===== src/include/split_bus_cfg.svh =====
// constants for the split-phase memory bus responder
`ifndef SPLIT_BUS_CFG_SVH
`define SPLIT_BUS_CFG_SVH

// length codes seen on the request length field
`define LEN_W 4
`define LEN_WORD 4'h2
`define LEN_PAIR 4'h3
`define LEN_QUAD 4'h5
`define LEN_LINE 4'h6

// data beats (64-bit word pairs) per length code
`define BEATS_ONE 3'h1
`define BEATS_QUAD 3'h2
`define BEATS_LINE 3'h4

// bus geometry
`define ADDR_W 32
`define DATA_W 64
`define LANES 8
`define LANE_W 8
`define PAIR_LSB 3
`define BEAT_W 3

// delay line from data-valid to the data cycle; read data leaves a stage
// early because its own output flop adds the second clock
`define PIPE_N 3
`define RD_STG 1
`define WR_STG 2

// request queue
`define QUEUE_DEPTH 4
`define QPTR_W 2
`define QCNT_W 3

`endif


===== src/include/split_bus_pkg.sv =====
// types shared by the split-phase memory bus responder
package split_bus_pkg;

  // data-cycle sequencer states, gray coded along idle -> beat -> dead
  typedef enum logic [1:0] {
    ST_IDLE = 2'b00,
    ST_BEAT = 2'b01,
    ST_DEAD = 2'b11
  } seq_state_e;

  // one request taken from the request bus
  typedef struct packed {
    logic [31:0] addr;
    logic write;
    logic [3:0] len;
    logic lock;
  } mem_req_s;

endpackage


===== src/include/word_stream_if.sv =====
// valid/ready word stream between the responder and its write buffer
`timescale 1ns/1ps
`default_nettype none
interface word_stream_if #(
  parameter int W = 8
);
  logic valid;
  logic ready;
  logic [W-1:0] data;
  modport src (output valid, output data, input ready);
  modport snk (input valid, input data, output ready);
endinterface
`default_nettype wire


===== src/design/two_entry_buffer.sv =====
// two-entry buffer with registered valid and ready
`timescale 1ns/1ps
`default_nettype none
module two_entry_buffer #(
  parameter int W = 8
) (
  input wire logic core_clk,
  input wire logic rstn,
  input wire logic ce,
  word_stream_if.snk in_s,
  word_stream_if.src out_s
);
  logic [W-1:0] head_r;
  logic [W-1:0] tail_r;
  logic head_v_r;
  logic tail_v_r;
  logic push;
  logic pop;

  // ready only while the spare slot is free, so no word is ever lost
  assign push = in_s.valid && !tail_v_r;
  assign pop = head_v_r && out_s.ready;
  assign in_s.ready = !tail_v_r;
  assign out_s.valid = head_v_r;
  assign out_s.data = head_r;

  // head slot and its valid flag
  always_ff @(posedge core_clk) begin
    if (!rstn) begin
      head_v_r <= 1'b0;
      head_r <= '0;
    end else if (ce) begin
      if (!head_v_r || (pop && !tail_v_r)) begin
        head_v_r <= push;
        if (push) begin
          head_r <= in_s.data;
        end
      end else if (pop) begin
        head_r <= tail_r; // tail moves forward
      end
    end
  end

  // tail slot fills only while the head is held
  always_ff @(posedge core_clk) begin
    if (!rstn) begin
      tail_v_r <= 1'b0;
      tail_r <= '0;
    end else if (ce) begin
      if (pop && tail_v_r) begin
        tail_v_r <= 1'b0;
      end else if (push && head_v_r && !pop) begin
        tail_v_r <= 1'b1;
        tail_r <= in_s.data;
      end
    end
  end
endmodule
`default_nettype wire


===== src/design/split_bus_responder.sv =====
// memory-side responder for the split request/data memory bus
`timescale 1ns/1ps
`default_nettype none
`include "split_bus_cfg.svh"

// Functional notes
// - Read data appears on the data lines two clocks after each data-valid.
// - Check bits travel in the same clock as their data word.
// - Code 0x6 returns the aligned 32-byte line, ignoring low five address bits.
// - Critical-first low: line returns from its lowest pair upward.
// - Critical-first high: requested pair first, then onward with wrap.
// - Data cycles may have gaps but keep the order fixed on the first.
// - Write: data-valid two clocks before data; requester then drives data and enables.
// - Any reads and any delay may separate locked read and its write.
// - Abort with data-valid ends that transaction; next data-valid is the next one.
// - An aborted burst may run on inside with data-valid kept low.
// - At least one clock separates two abort assertions.
// - Hold leaves the data bus running for outstanding transactions.
// - No data-valid in the clock right after an abort.
module split_bus_responder #(
  parameter int MEM_WORDS = 64,
  parameter int IW = $clog2(MEM_WORDS)
) (
  input wire logic core_clk,
  input wire logic rstn,
  input wire logic ce,
  input wire logic request_strobe_n,
  input wire logic [`ADDR_W-1:0] req_addr,
  input wire logic req_write,
  input wire logic [`LEN_W-1:0] req_len,
  input wire logic req_lock,
  output logic data_cycle_valid,
  output logic critical_first,
  output logic bus_abort,
  input wire logic [`DATA_W-1:0] data_in,
  output logic [`DATA_W-1:0] data_out,
  output logic data_oe_n,
  input wire logic [`LANES-1:0] check_bits_in,
  output logic [`LANES-1:0] check_bits_out,
  output logic check_bits_oe_n,
  input wire logic [`LANES-1:0] byte_enable_n,
  output logic hold,
  input wire logic request_bus_hold_ack,
  input wire logic hold_req,
  input wire logic cwf_enable,
  output logic hold_granted,
  output logic locked,
  output logic wr_valid,
  input wire logic wr_ready,
  output logic [IW-1:0] wr_index,
  output logic [`DATA_W-1:0] wr_data,
  output logic [`LANES-1:0] wr_be_n,
  output logic [`LANES-1:0] wr_check_bits
);
  localparam int BW = IW + `DATA_W + 2 * `LANES;

  split_bus_pkg::mem_req_s queue_r [`QUEUE_DEPTH];
  logic [`QPTR_W-1:0] wp_r;
  logic [`QPTR_W-1:0] rp_r;
  logic [`QCNT_W-1:0] qcnt_r;
  split_bus_pkg::seq_state_e state_r;
  split_bus_pkg::mem_req_s cur_r;
  logic [`BEAT_W-1:0] beat_r;
  logic [`BEAT_W-1:0] total_r;
  logic cwf_mode_r;
  logic range_err_r;
  logic data_cycle_valid_r, cwf_r, abort_r;
  logic [`PIPE_N-1:0] pv_r, pwr_r, pab_r;
  logic [`PIPE_N-1:0][IW-1:0] pidx_r;
  logic [`DATA_W-1:0] mem_r [MEM_WORDS];
  logic [`DATA_W-1:0] dout_r;
  logic [`LANES-1:0] cbout_r;
  logic doe_n_r, hold_r, hack_r, locked_r;
  logic push, pop, issue, last_beat;
  logic [IW-1:0] beat_idx;
  logic [IW-1:0] mask;
  logic [`DATA_W-1:0] rd_word, merged;
  logic [`LANES-1:0] rd_check;

  word_stream_if #(.W(BW)) wb_in ();
  word_stream_if #(.W(BW)) wb_out ();

  // beats of 64 bits for a length code
  function automatic logic [`BEAT_W-1:0] beats_of(input logic [`LEN_W-1:0] len);
    logic [`BEAT_W-1:0] b;
    b = `BEATS_ONE;
    if (len == `LEN_LINE) begin
      b = `BEATS_LINE;
    end else if (len == `LEN_QUAD) begin
      b = `BEATS_QUAD;
    end
    return b;
  endfunction

  // request bus is sampled directly, it runs on this clock
  assign push = !request_strobe_n && (qcnt_r != `QCNT_W'(`QUEUE_DEPTH));
  assign last_beat = (beat_r == total_r - `BEAT_W'(1));
  // writes wait for buffer room and no write beat in flight
  assign issue = (state_r == split_bus_pkg::ST_IDLE) ? 1'b0 :
                 (state_r == split_bus_pkg::ST_BEAT) &&
                 (!cur_r.write || (wb_in.ready && !(|(pv_r & pwr_r))));
  assign pop = issue && (last_beat || range_err_r);

  // pair index: aligned block, start pair first when critical-first, then wrap
  assign mask = IW'(total_r - `BEAT_W'(1));
  assign beat_idx = (cur_r.addr[`PAIR_LSB +: IW] & ~mask) |
                    (((cwf_mode_r ? cur_r.addr[`PAIR_LSB +: IW] : '0) + IW'(beat_r)) & mask);

  // request queue, filled even while the request bus is held
  always_ff @(posedge core_clk) begin
    if (!rstn) begin
      wp_r <= '0;
      rp_r <= '0;
      qcnt_r <= '0;
    end else if (ce) begin
      if (push) begin
        queue_r[wp_r] <= '{addr: req_addr, write: req_write, len: req_len, lock: req_lock};
        wp_r <= wp_r + `QPTR_W'(1);
      end
      if (pop) begin
        rp_r <= rp_r + `QPTR_W'(1);
      end
      qcnt_r <= qcnt_r + `QCNT_W'(push) - `QCNT_W'(pop);
    end
  end

  // lock tracking: any number of reads may sit inside a locked sequence
  always_ff @(posedge core_clk) begin
    if (!rstn) begin
      locked_r <= 1'b0;
    end else if (ce && push) begin
      if (req_lock) begin
        locked_r <= 1'b1;
      end else if (req_write) begin
        locked_r <= 1'b0;
      end
    end
  end

  // data-cycle sequencer
  always_ff @(posedge core_clk) begin
    if (!rstn) begin
      state_r <= split_bus_pkg::ST_IDLE;
      cur_r <= '0;
      beat_r <= '0;
      total_r <= `BEATS_ONE;
      cwf_mode_r <= 1'b0;
      range_err_r <= 1'b0;
    end else if (ce) begin
      case (state_r)
        split_bus_pkg::ST_IDLE: begin
          if (qcnt_r != '0) begin
            cur_r <= queue_r[rp_r];
            beat_r <= '0;
            total_r <= beats_of(queue_r[rp_r].len);
            cwf_mode_r <= cwf_enable && !queue_r[rp_r].write && (queue_r[rp_r].len == `LEN_LINE);
            range_err_r <= |(queue_r[rp_r].addr >> (`PAIR_LSB + IW));
            state_r <= split_bus_pkg::ST_BEAT;
          end
        end
        split_bus_pkg::ST_BEAT: begin
          if (issue) begin
            beat_r <= beat_r + `BEAT_W'(1);
            if (range_err_r) begin
              state_r <= split_bus_pkg::ST_DEAD;
            end else if (last_beat) begin
              state_r <= split_bus_pkg::ST_IDLE;
            end
          end
        end
        split_bus_pkg::ST_DEAD: begin
          state_r <= split_bus_pkg::ST_IDLE;
        end
        default: begin
          state_r <= split_bus_pkg::ST_IDLE;
        end
      endcase
    end
  end

  // data-valid, critical-first and abort outputs
  always_ff @(posedge core_clk) begin
    if (!rstn) begin
      data_cycle_valid_r <= 1'b0;
      cwf_r <= 1'b0;
      abort_r <= 1'b0;
    end else if (ce) begin
      data_cycle_valid_r <= issue;
      cwf_r <= issue && cwf_mode_r && (beat_r == '0);
      abort_r <= issue && range_err_r;
    end
  end

  // delay line from data-valid to the data cycle, one stage per clock
  always_ff @(posedge core_clk) begin
    if (!rstn) begin
      pv_r <= '0;
      pwr_r <= '0;
      pab_r <= '0;
      pidx_r <= '0;
    end else if (ce) begin
      pv_r <= {pv_r[`PIPE_N-2:0], issue};
      pwr_r <= {pwr_r[`PIPE_N-2:0], cur_r.write};
      pab_r <= {pab_r[`PIPE_N-2:0], range_err_r};
      pidx_r <= {pidx_r[`PIPE_N-2:0], beat_idx};
    end
  end

  // per-lane parity and byte merge
  assign rd_word = mem_r[pidx_r[`RD_STG]];
  for (genvar i = 0; i < `LANES; i++) begin : g_lane
    assign rd_check[i] = ^rd_word[i*`LANE_W +: `LANE_W];
    assign merged[i*`LANE_W +: `LANE_W] = wb_out.data[`DATA_W + `LANES + i] ?
      mem_r[wb_out.data[BW-1 -: IW]][i*`LANE_W +: `LANE_W] :
      wb_out.data[`LANES + i*`LANE_W +: `LANE_W];
  end

  // read data driven two clocks after data-valid, zeros on an aborted cycle
  always_ff @(posedge core_clk) begin
    if (!rstn) begin
      dout_r <= '0;
      cbout_r <= '0;
      doe_n_r <= 1'b1;
    end else if (ce) begin
      doe_n_r <= !(pv_r[`RD_STG] && !pwr_r[`RD_STG]);
      dout_r <= (pv_r[`RD_STG] && !pwr_r[`RD_STG] && !pab_r[`RD_STG]) ? rd_word : '0;
      cbout_r <= (pv_r[`RD_STG] && !pwr_r[`RD_STG] && !pab_r[`RD_STG]) ? rd_check : '0;
    end
  end

  // write data taken in its data cycle; enables pass through unchanged
  assign wb_in.valid = pv_r[`WR_STG] && pwr_r[`WR_STG] && !pab_r[`WR_STG];
  assign wb_in.data = {pidx_r[`WR_STG], byte_enable_n, data_in, check_bits_in};
  assign wb_out.ready = wr_ready;

  two_entry_buffer #(.W(BW)) u_wbuf (
    .core_clk(core_clk),
    .rstn(rstn),
    .ce(ce),
    .in_s(wb_in),
    .out_s(wb_out)
  );

  // buffered write words land in the local memory when drained
  always_ff @(posedge core_clk) begin
    if (ce && wb_out.valid && wr_ready) begin
      mem_r[wb_out.data[BW-1 -: IW]] <= merged;
    end
  end

  // hold request out, acknowledge in
  always_ff @(posedge core_clk) begin
    if (!rstn) begin
      hold_r <= 1'b0;
      hack_r <= 1'b0;
    end else if (ce) begin
      hold_r <= hold_req;
      hack_r <= request_bus_hold_ack;
    end
  end

  assign data_cycle_valid = data_cycle_valid_r;
  assign critical_first = cwf_r;
  assign bus_abort = abort_r;
  assign data_out = dout_r;
  assign data_oe_n = doe_n_r;
  assign check_bits_out = cbout_r;
  assign check_bits_oe_n = doe_n_r;
  assign hold = hold_r;
  assign hold_granted = hack_r;
  assign locked = locked_r;
  assign wr_valid = wb_out.valid;
  assign wr_index = wb_out.data[BW-1 -: IW];
  assign wr_be_n = wb_out.data[BW-IW-1 -: `LANES];
  assign wr_data = wb_out.data[`LANES +: `DATA_W];
  assign wr_check_bits = wb_out.data[`LANES-1:0];
endmodule
`default_nettype wire


===== config.mk =====
export PLATFORM = sky130hd
export DESIGN_NAME = split_bus_responder
export DESIGN_NICKNAME = d
export VERILOG_FILES = /design/src/include/split_bus_pkg.sv /design/src/include/word_stream_if.sv /design/src/design/two_entry_buffer.sv /design/src/design/split_bus_responder.sv
export VERILOG_INCLUDE_DIRS = /design/src /design/src/include
export SDC_FILE = /design/constraint.sdc
export NUM_CORES = 2
export LEC_CHECK = 0
export BUFFER_PORTS_ARGS = -buffer_cell sky130_fd_sc_hd__buf_2
export CORE_ASPECT_RATIO = 1.1
export CORE_MARGIN = 8
export CORE_UTILIZATION = 30
export DETAILED_ROUTE_END_ITERATION = 6
export SLEW_MARGIN = 10
export SYNTH_ARGS = -nofsm -noshare
export SYNTH_HDL_FRONTEND = slang
export SYNTH_MEMORY_MAX_BITS = 65536
export SYNTH_SLANG_ARGS = --single-unit

===== constraint.sdc =====
create_clock -name core_clk -period 4.28 [get_ports core_clk]
set_input_delay 0.214 -clock core_clk [delete_from_list [all_inputs] [get_ports core_clk]]
set_output_delay 0.214 -clock core_clk [all_outputs]
set_load 0.05 [all_outputs]

==> reports/qor.csv <==
stage;metric;value;unit
cts;CTS tree;built;
timing;Final Hold Fails;0;
synth;Synth area leaders;edfxtp_1 73%, mux4_2 15%, dfxtp_1 3.6%, nor2_1 1.6%, nand2_1 1.2%;
synth;ys flop type;edfxtp_1;
routing;mean number of vias per cell;5.084;
cts;TritonCTS Buffers;419;
min_path;Min-Delay Path Depth;4;
power;Tot Pwr;89.95;mW
synth;flops & latches, synth;4543;
power;sequential fraction of design power;54.0;%
place;Cells after DPL;16671;
cts;clock root buffer;clkbuf_16;
power;clock share of power;42.7;%
worst_setup_path;CP Class;flip-flop to flip-flop;
synth;Post-Synthesis Cells;8599;
power;Pint;70.96;mW
min_path;Hold EP;u_wbuf.out_s.data[41]$_SDFFE_PN0P_;
outcome;violated checks;design-rule violations;
global_routing;vias in the first global route;90123;
flow_run;total of max-cap violations;0;
timing;Setup TNS;0;ns
worst_setup_path;CP max FO;19;
routing;# DRC;2;
die;# rows;294;
place;Placer Congestion;0.8248;
place;PortBufs;289;
cts;later-pin clock latency in the skew report;1.02;ns
die;Starting Density;30.09;%
power;sw frac;21.10;%
synth;Yosys Warn Count;0;
timing;fmax;248.2;MHz
global_routing;GRT overflow;0;
power;sw power;18.98;mW
synth;Cell Area, Synth;175200;um^2
routing;drt pass-1 iters;7;
worst_setup_path;worst r2r dst;check_bits_out[6]$_SDFFE_PN0P_;
outcome;status;finished, violations left;
layout;most common cell after layout, fill and taps aside;edfxtp_1;
timing;Tcrit/Tclk final;94.14;%
die;I/O Pins;293;
synth;syn_area_per_cell;20.38;um^2
synth;leading area contributor after synthesis;edfxtp_1;
power;Gate power share;3.3;%
timing;Worst slew margin;16.01;%
layout;most frequent cells in the layout;4,232 x edfxtp_1, 1,150 x mux4_2, 755 x nor2_1;
routing;DR WL/cell;29.20;um
worst_setup_path;Worst EP arrival;4.87;ns
layout;Layout Nets;9810;
layout;final instance area;206100;um^2
synth;Yosys cell types;71;
power;Power Dens Cells;436.3;nW/um^2
synth;area share of the largest cell type after synthesis;72.53;%
min_path;worst hold path type;primary input to flip-flop;
power;peak supply drop;0.3399;mV
timing;Worst Skew;0.05533;ns
cts;Clock transition at path regs;0.06;ns
place;area post-placement;189300;um^2
cts;clock sink count;4543;
synth;post-synthesis net count;8739;
worst_setup_path;worst r2r path cells;11;
worst_setup_path;CP endpoint kind;flip-flop;
die;die footprint;608800;um^2
worst_setup_path;Setup crit start kind;flip-flop;
worst_setup_path;CP required;5.12;ns
layout;layout cells sized above 1;28.31;%
global_routing;GRT Resource Usage Total;16.45;%
timing;Final setup viols;0;
routing;antenna-violating nets left;0;
synth;post-synthesis sequential area ratio;76.08;%
synth;Post-synth ARST share;0;%
routing;routed vias;90365;
routing;initial drt markers;11220;
power;P_leak;72.50;nW
die;die width;744.7;um
place;hpwl dp;347300;um
timing;Slew @ Worst Pin;1.257;ns
global_routing;first-pass GRT wire length;715800;um
layout;Area Growth Syn to Fin;17.64;%
cts;Max clock buf depth;4;
routing;Detailed Route WL;519100;um
synth;EDFF count, synth;4232;
die;core box area;582300;um^2
global_routing;pin count of the biggest net entering global routing;113;
timing;RSZ-0062 raised after global routing;no;
worst_setup_path;setup slack, reg-to-reg;0.25;ns
die;die height;817.5;um
timing;crit path time final;4.029;ns
cts;CTS H-tree depth;5;
min_path;hold_sp;data_in[33];
layout;post-layout utilization of the core;35.40;%
global_routing;initial antenna violation count;64;
layout;Non-Filler Instances;17775;
timing;Max Slew Vio Count;0;
-- critical path, stage by stage, from the launching register on --
cell and delay, ns:
dfxtp_4 0.61, buf_12 0.27, buf_12 0.26, buf_4 0.28, mux4_2 0.54, a221oi_1 0.59, a32oi_1 0.13, o221a_1 0.29
xor2_1 0.18, xnor2_1 0.43, xnor2_1 0.18, o21ai_1 0.07
-- layout make-up --
| class | instances | area [um^2] |
|---|---|---|
| multi-input combinational | 3514 | 39180 |
| tap | 7696 | 9629 |
| timing repair buffer | 1168 | 9697 |
| clock inverter | 266 | 2833 |
| clock buffer | 518 | 11150 |
| fill | 53585 | 376200 |
| sequential | 4543 | 133400 |
| antenna | 46 | 115.1 |
| inverter | 24 | 121.4 |
-- flip-flops by register name (all words and copies together), names as in the netlist, 3 cells and up, named ones only --
| name | cells |
|---|---|
| mem_r | 4096 |
| queue_r | 136 |
| u_wbuf.out_s.data | 86 |
| u_wbuf.tail_r | 86 |
| data_out | 64 |
| pidx_r | 18 |
| check_bits_out | 8 |
| cur_r | 7 |
| beat_r | 3 |
| pab_r | 3 |
| pv_r | 3 |
| pwr_r | 3 |
| qcnt_r | 3 |
| total_r | 3 |
-- per-stage QoR --
step	worst slack, ns	hold WS [ns]
6_report	0.2510	0.08644
5_1_grt	0.1077	0.06787
4_1_cts	0.2180	0.00005151
3_5_place_dp	0.2506	0.4397
3_3_place_gp	0.2384	0.4307
2_1_floorplan	1.105	0.3129
-- metal layers --
metal / global-route usage, % / wire [um] / part of all wire [%]
met5: 0 / 122 / 0.024
met1: 22.04 / 210000 / 40
met3: 3.339 / 43200 / 8.3
met2: 26.50 / 245400 / 47
met4: 6.043 / 20350 / 3.9
-- Yosys cell counts (9+ instances only) --
cell type	count
mux2i_1	204
a21oi_1	192
nor2b_1	10
a22oi_1	95
a21o_1	12
o211ai_1	27
buf_2	90
dfxtp_1	311
xor2_1	24
xnor2_1	23
a22o_1	24
xnor3_1	10
a221oi_1	14
o22ai_1	38
nand2_1	577
nor3_1	22
buf_4	77
a211oi_1	9
and3_1	10
ha_1	12
nor4_1	23
a311oi_1	87
o21ai_1	12
o2111ai_1	10
and2_1	13
o2bb2ai_1	10
edfxtp_1	4232
buf_1	48
buf_6	61
nand3_1	9
clkbuf_1	236
nor2_1	763
mux4_2	1150
o221ai_1	20
o21ai_0	24
or2_2	12
inv_1	20
-- how the worst max path moves through the flow --
stage	to	slack (ns)	cells after the start
floorplan	check_bits_out[0]$_SDFFE_PN0P_	1.10	12
global placement	check_bits_out[6]$_SDFFE_PN0P_	0.24	12
detailed placement	check_bits_out[6]$_SDFFE_PN0P_	0.25	12
CTS	check_bits_out[6]$_SDFFE_PN0P_	0.22	12
global route	check_bits_out[6]$_SDFFE_PN0P_	0.11	12
finish	check_bits_out[6]$_SDFFE_PN0P_	0.25	11
-- cell families (layout without fill, tap and decap cells) --
group / count (synthesis) / count (layout) / share of synthesized area [%]
muxes: 1360 / 1360 / 15.99
DFF: 4543 / 4543 / 76.08
other: 0 / 46 / 0
and+or+nand+nor: 1473 / 1473 / 3.348
xor gates and xnor gates: 58 / 58 / 0.3728
AOI/OAI and AO/OA: 609 / 609 / 2.422
adders and majority gates: 14 / 14 / 0.1085
buffers and inverters: 542 / 1976 / 1.682
-- power by group through the flow --
| stage | logic, mW | clock network, mW | registers (mW) |
|---|---|---|---|
| global route | 3.18 | 40.4 | 48.5 |
| CTS | 3.02 | 39.0 | 48.5 |
| finish | 3.01 | 38.4 | 48.5 |
| detailed placement | 2.84 | 0 | 49.5 |
| global placement | 2.82 | 0 | 49.5 |
| floorplan | 1.55 | 0 | 49.6 |
-- what timing repair did --
item,in CTS,in global routing
hold buffers,274,0
buffers inserted,0,0
hold endpoints to repair,382,0
resized for setup,0,0
No activity file was read; power rests on OpenSTA's default activity.
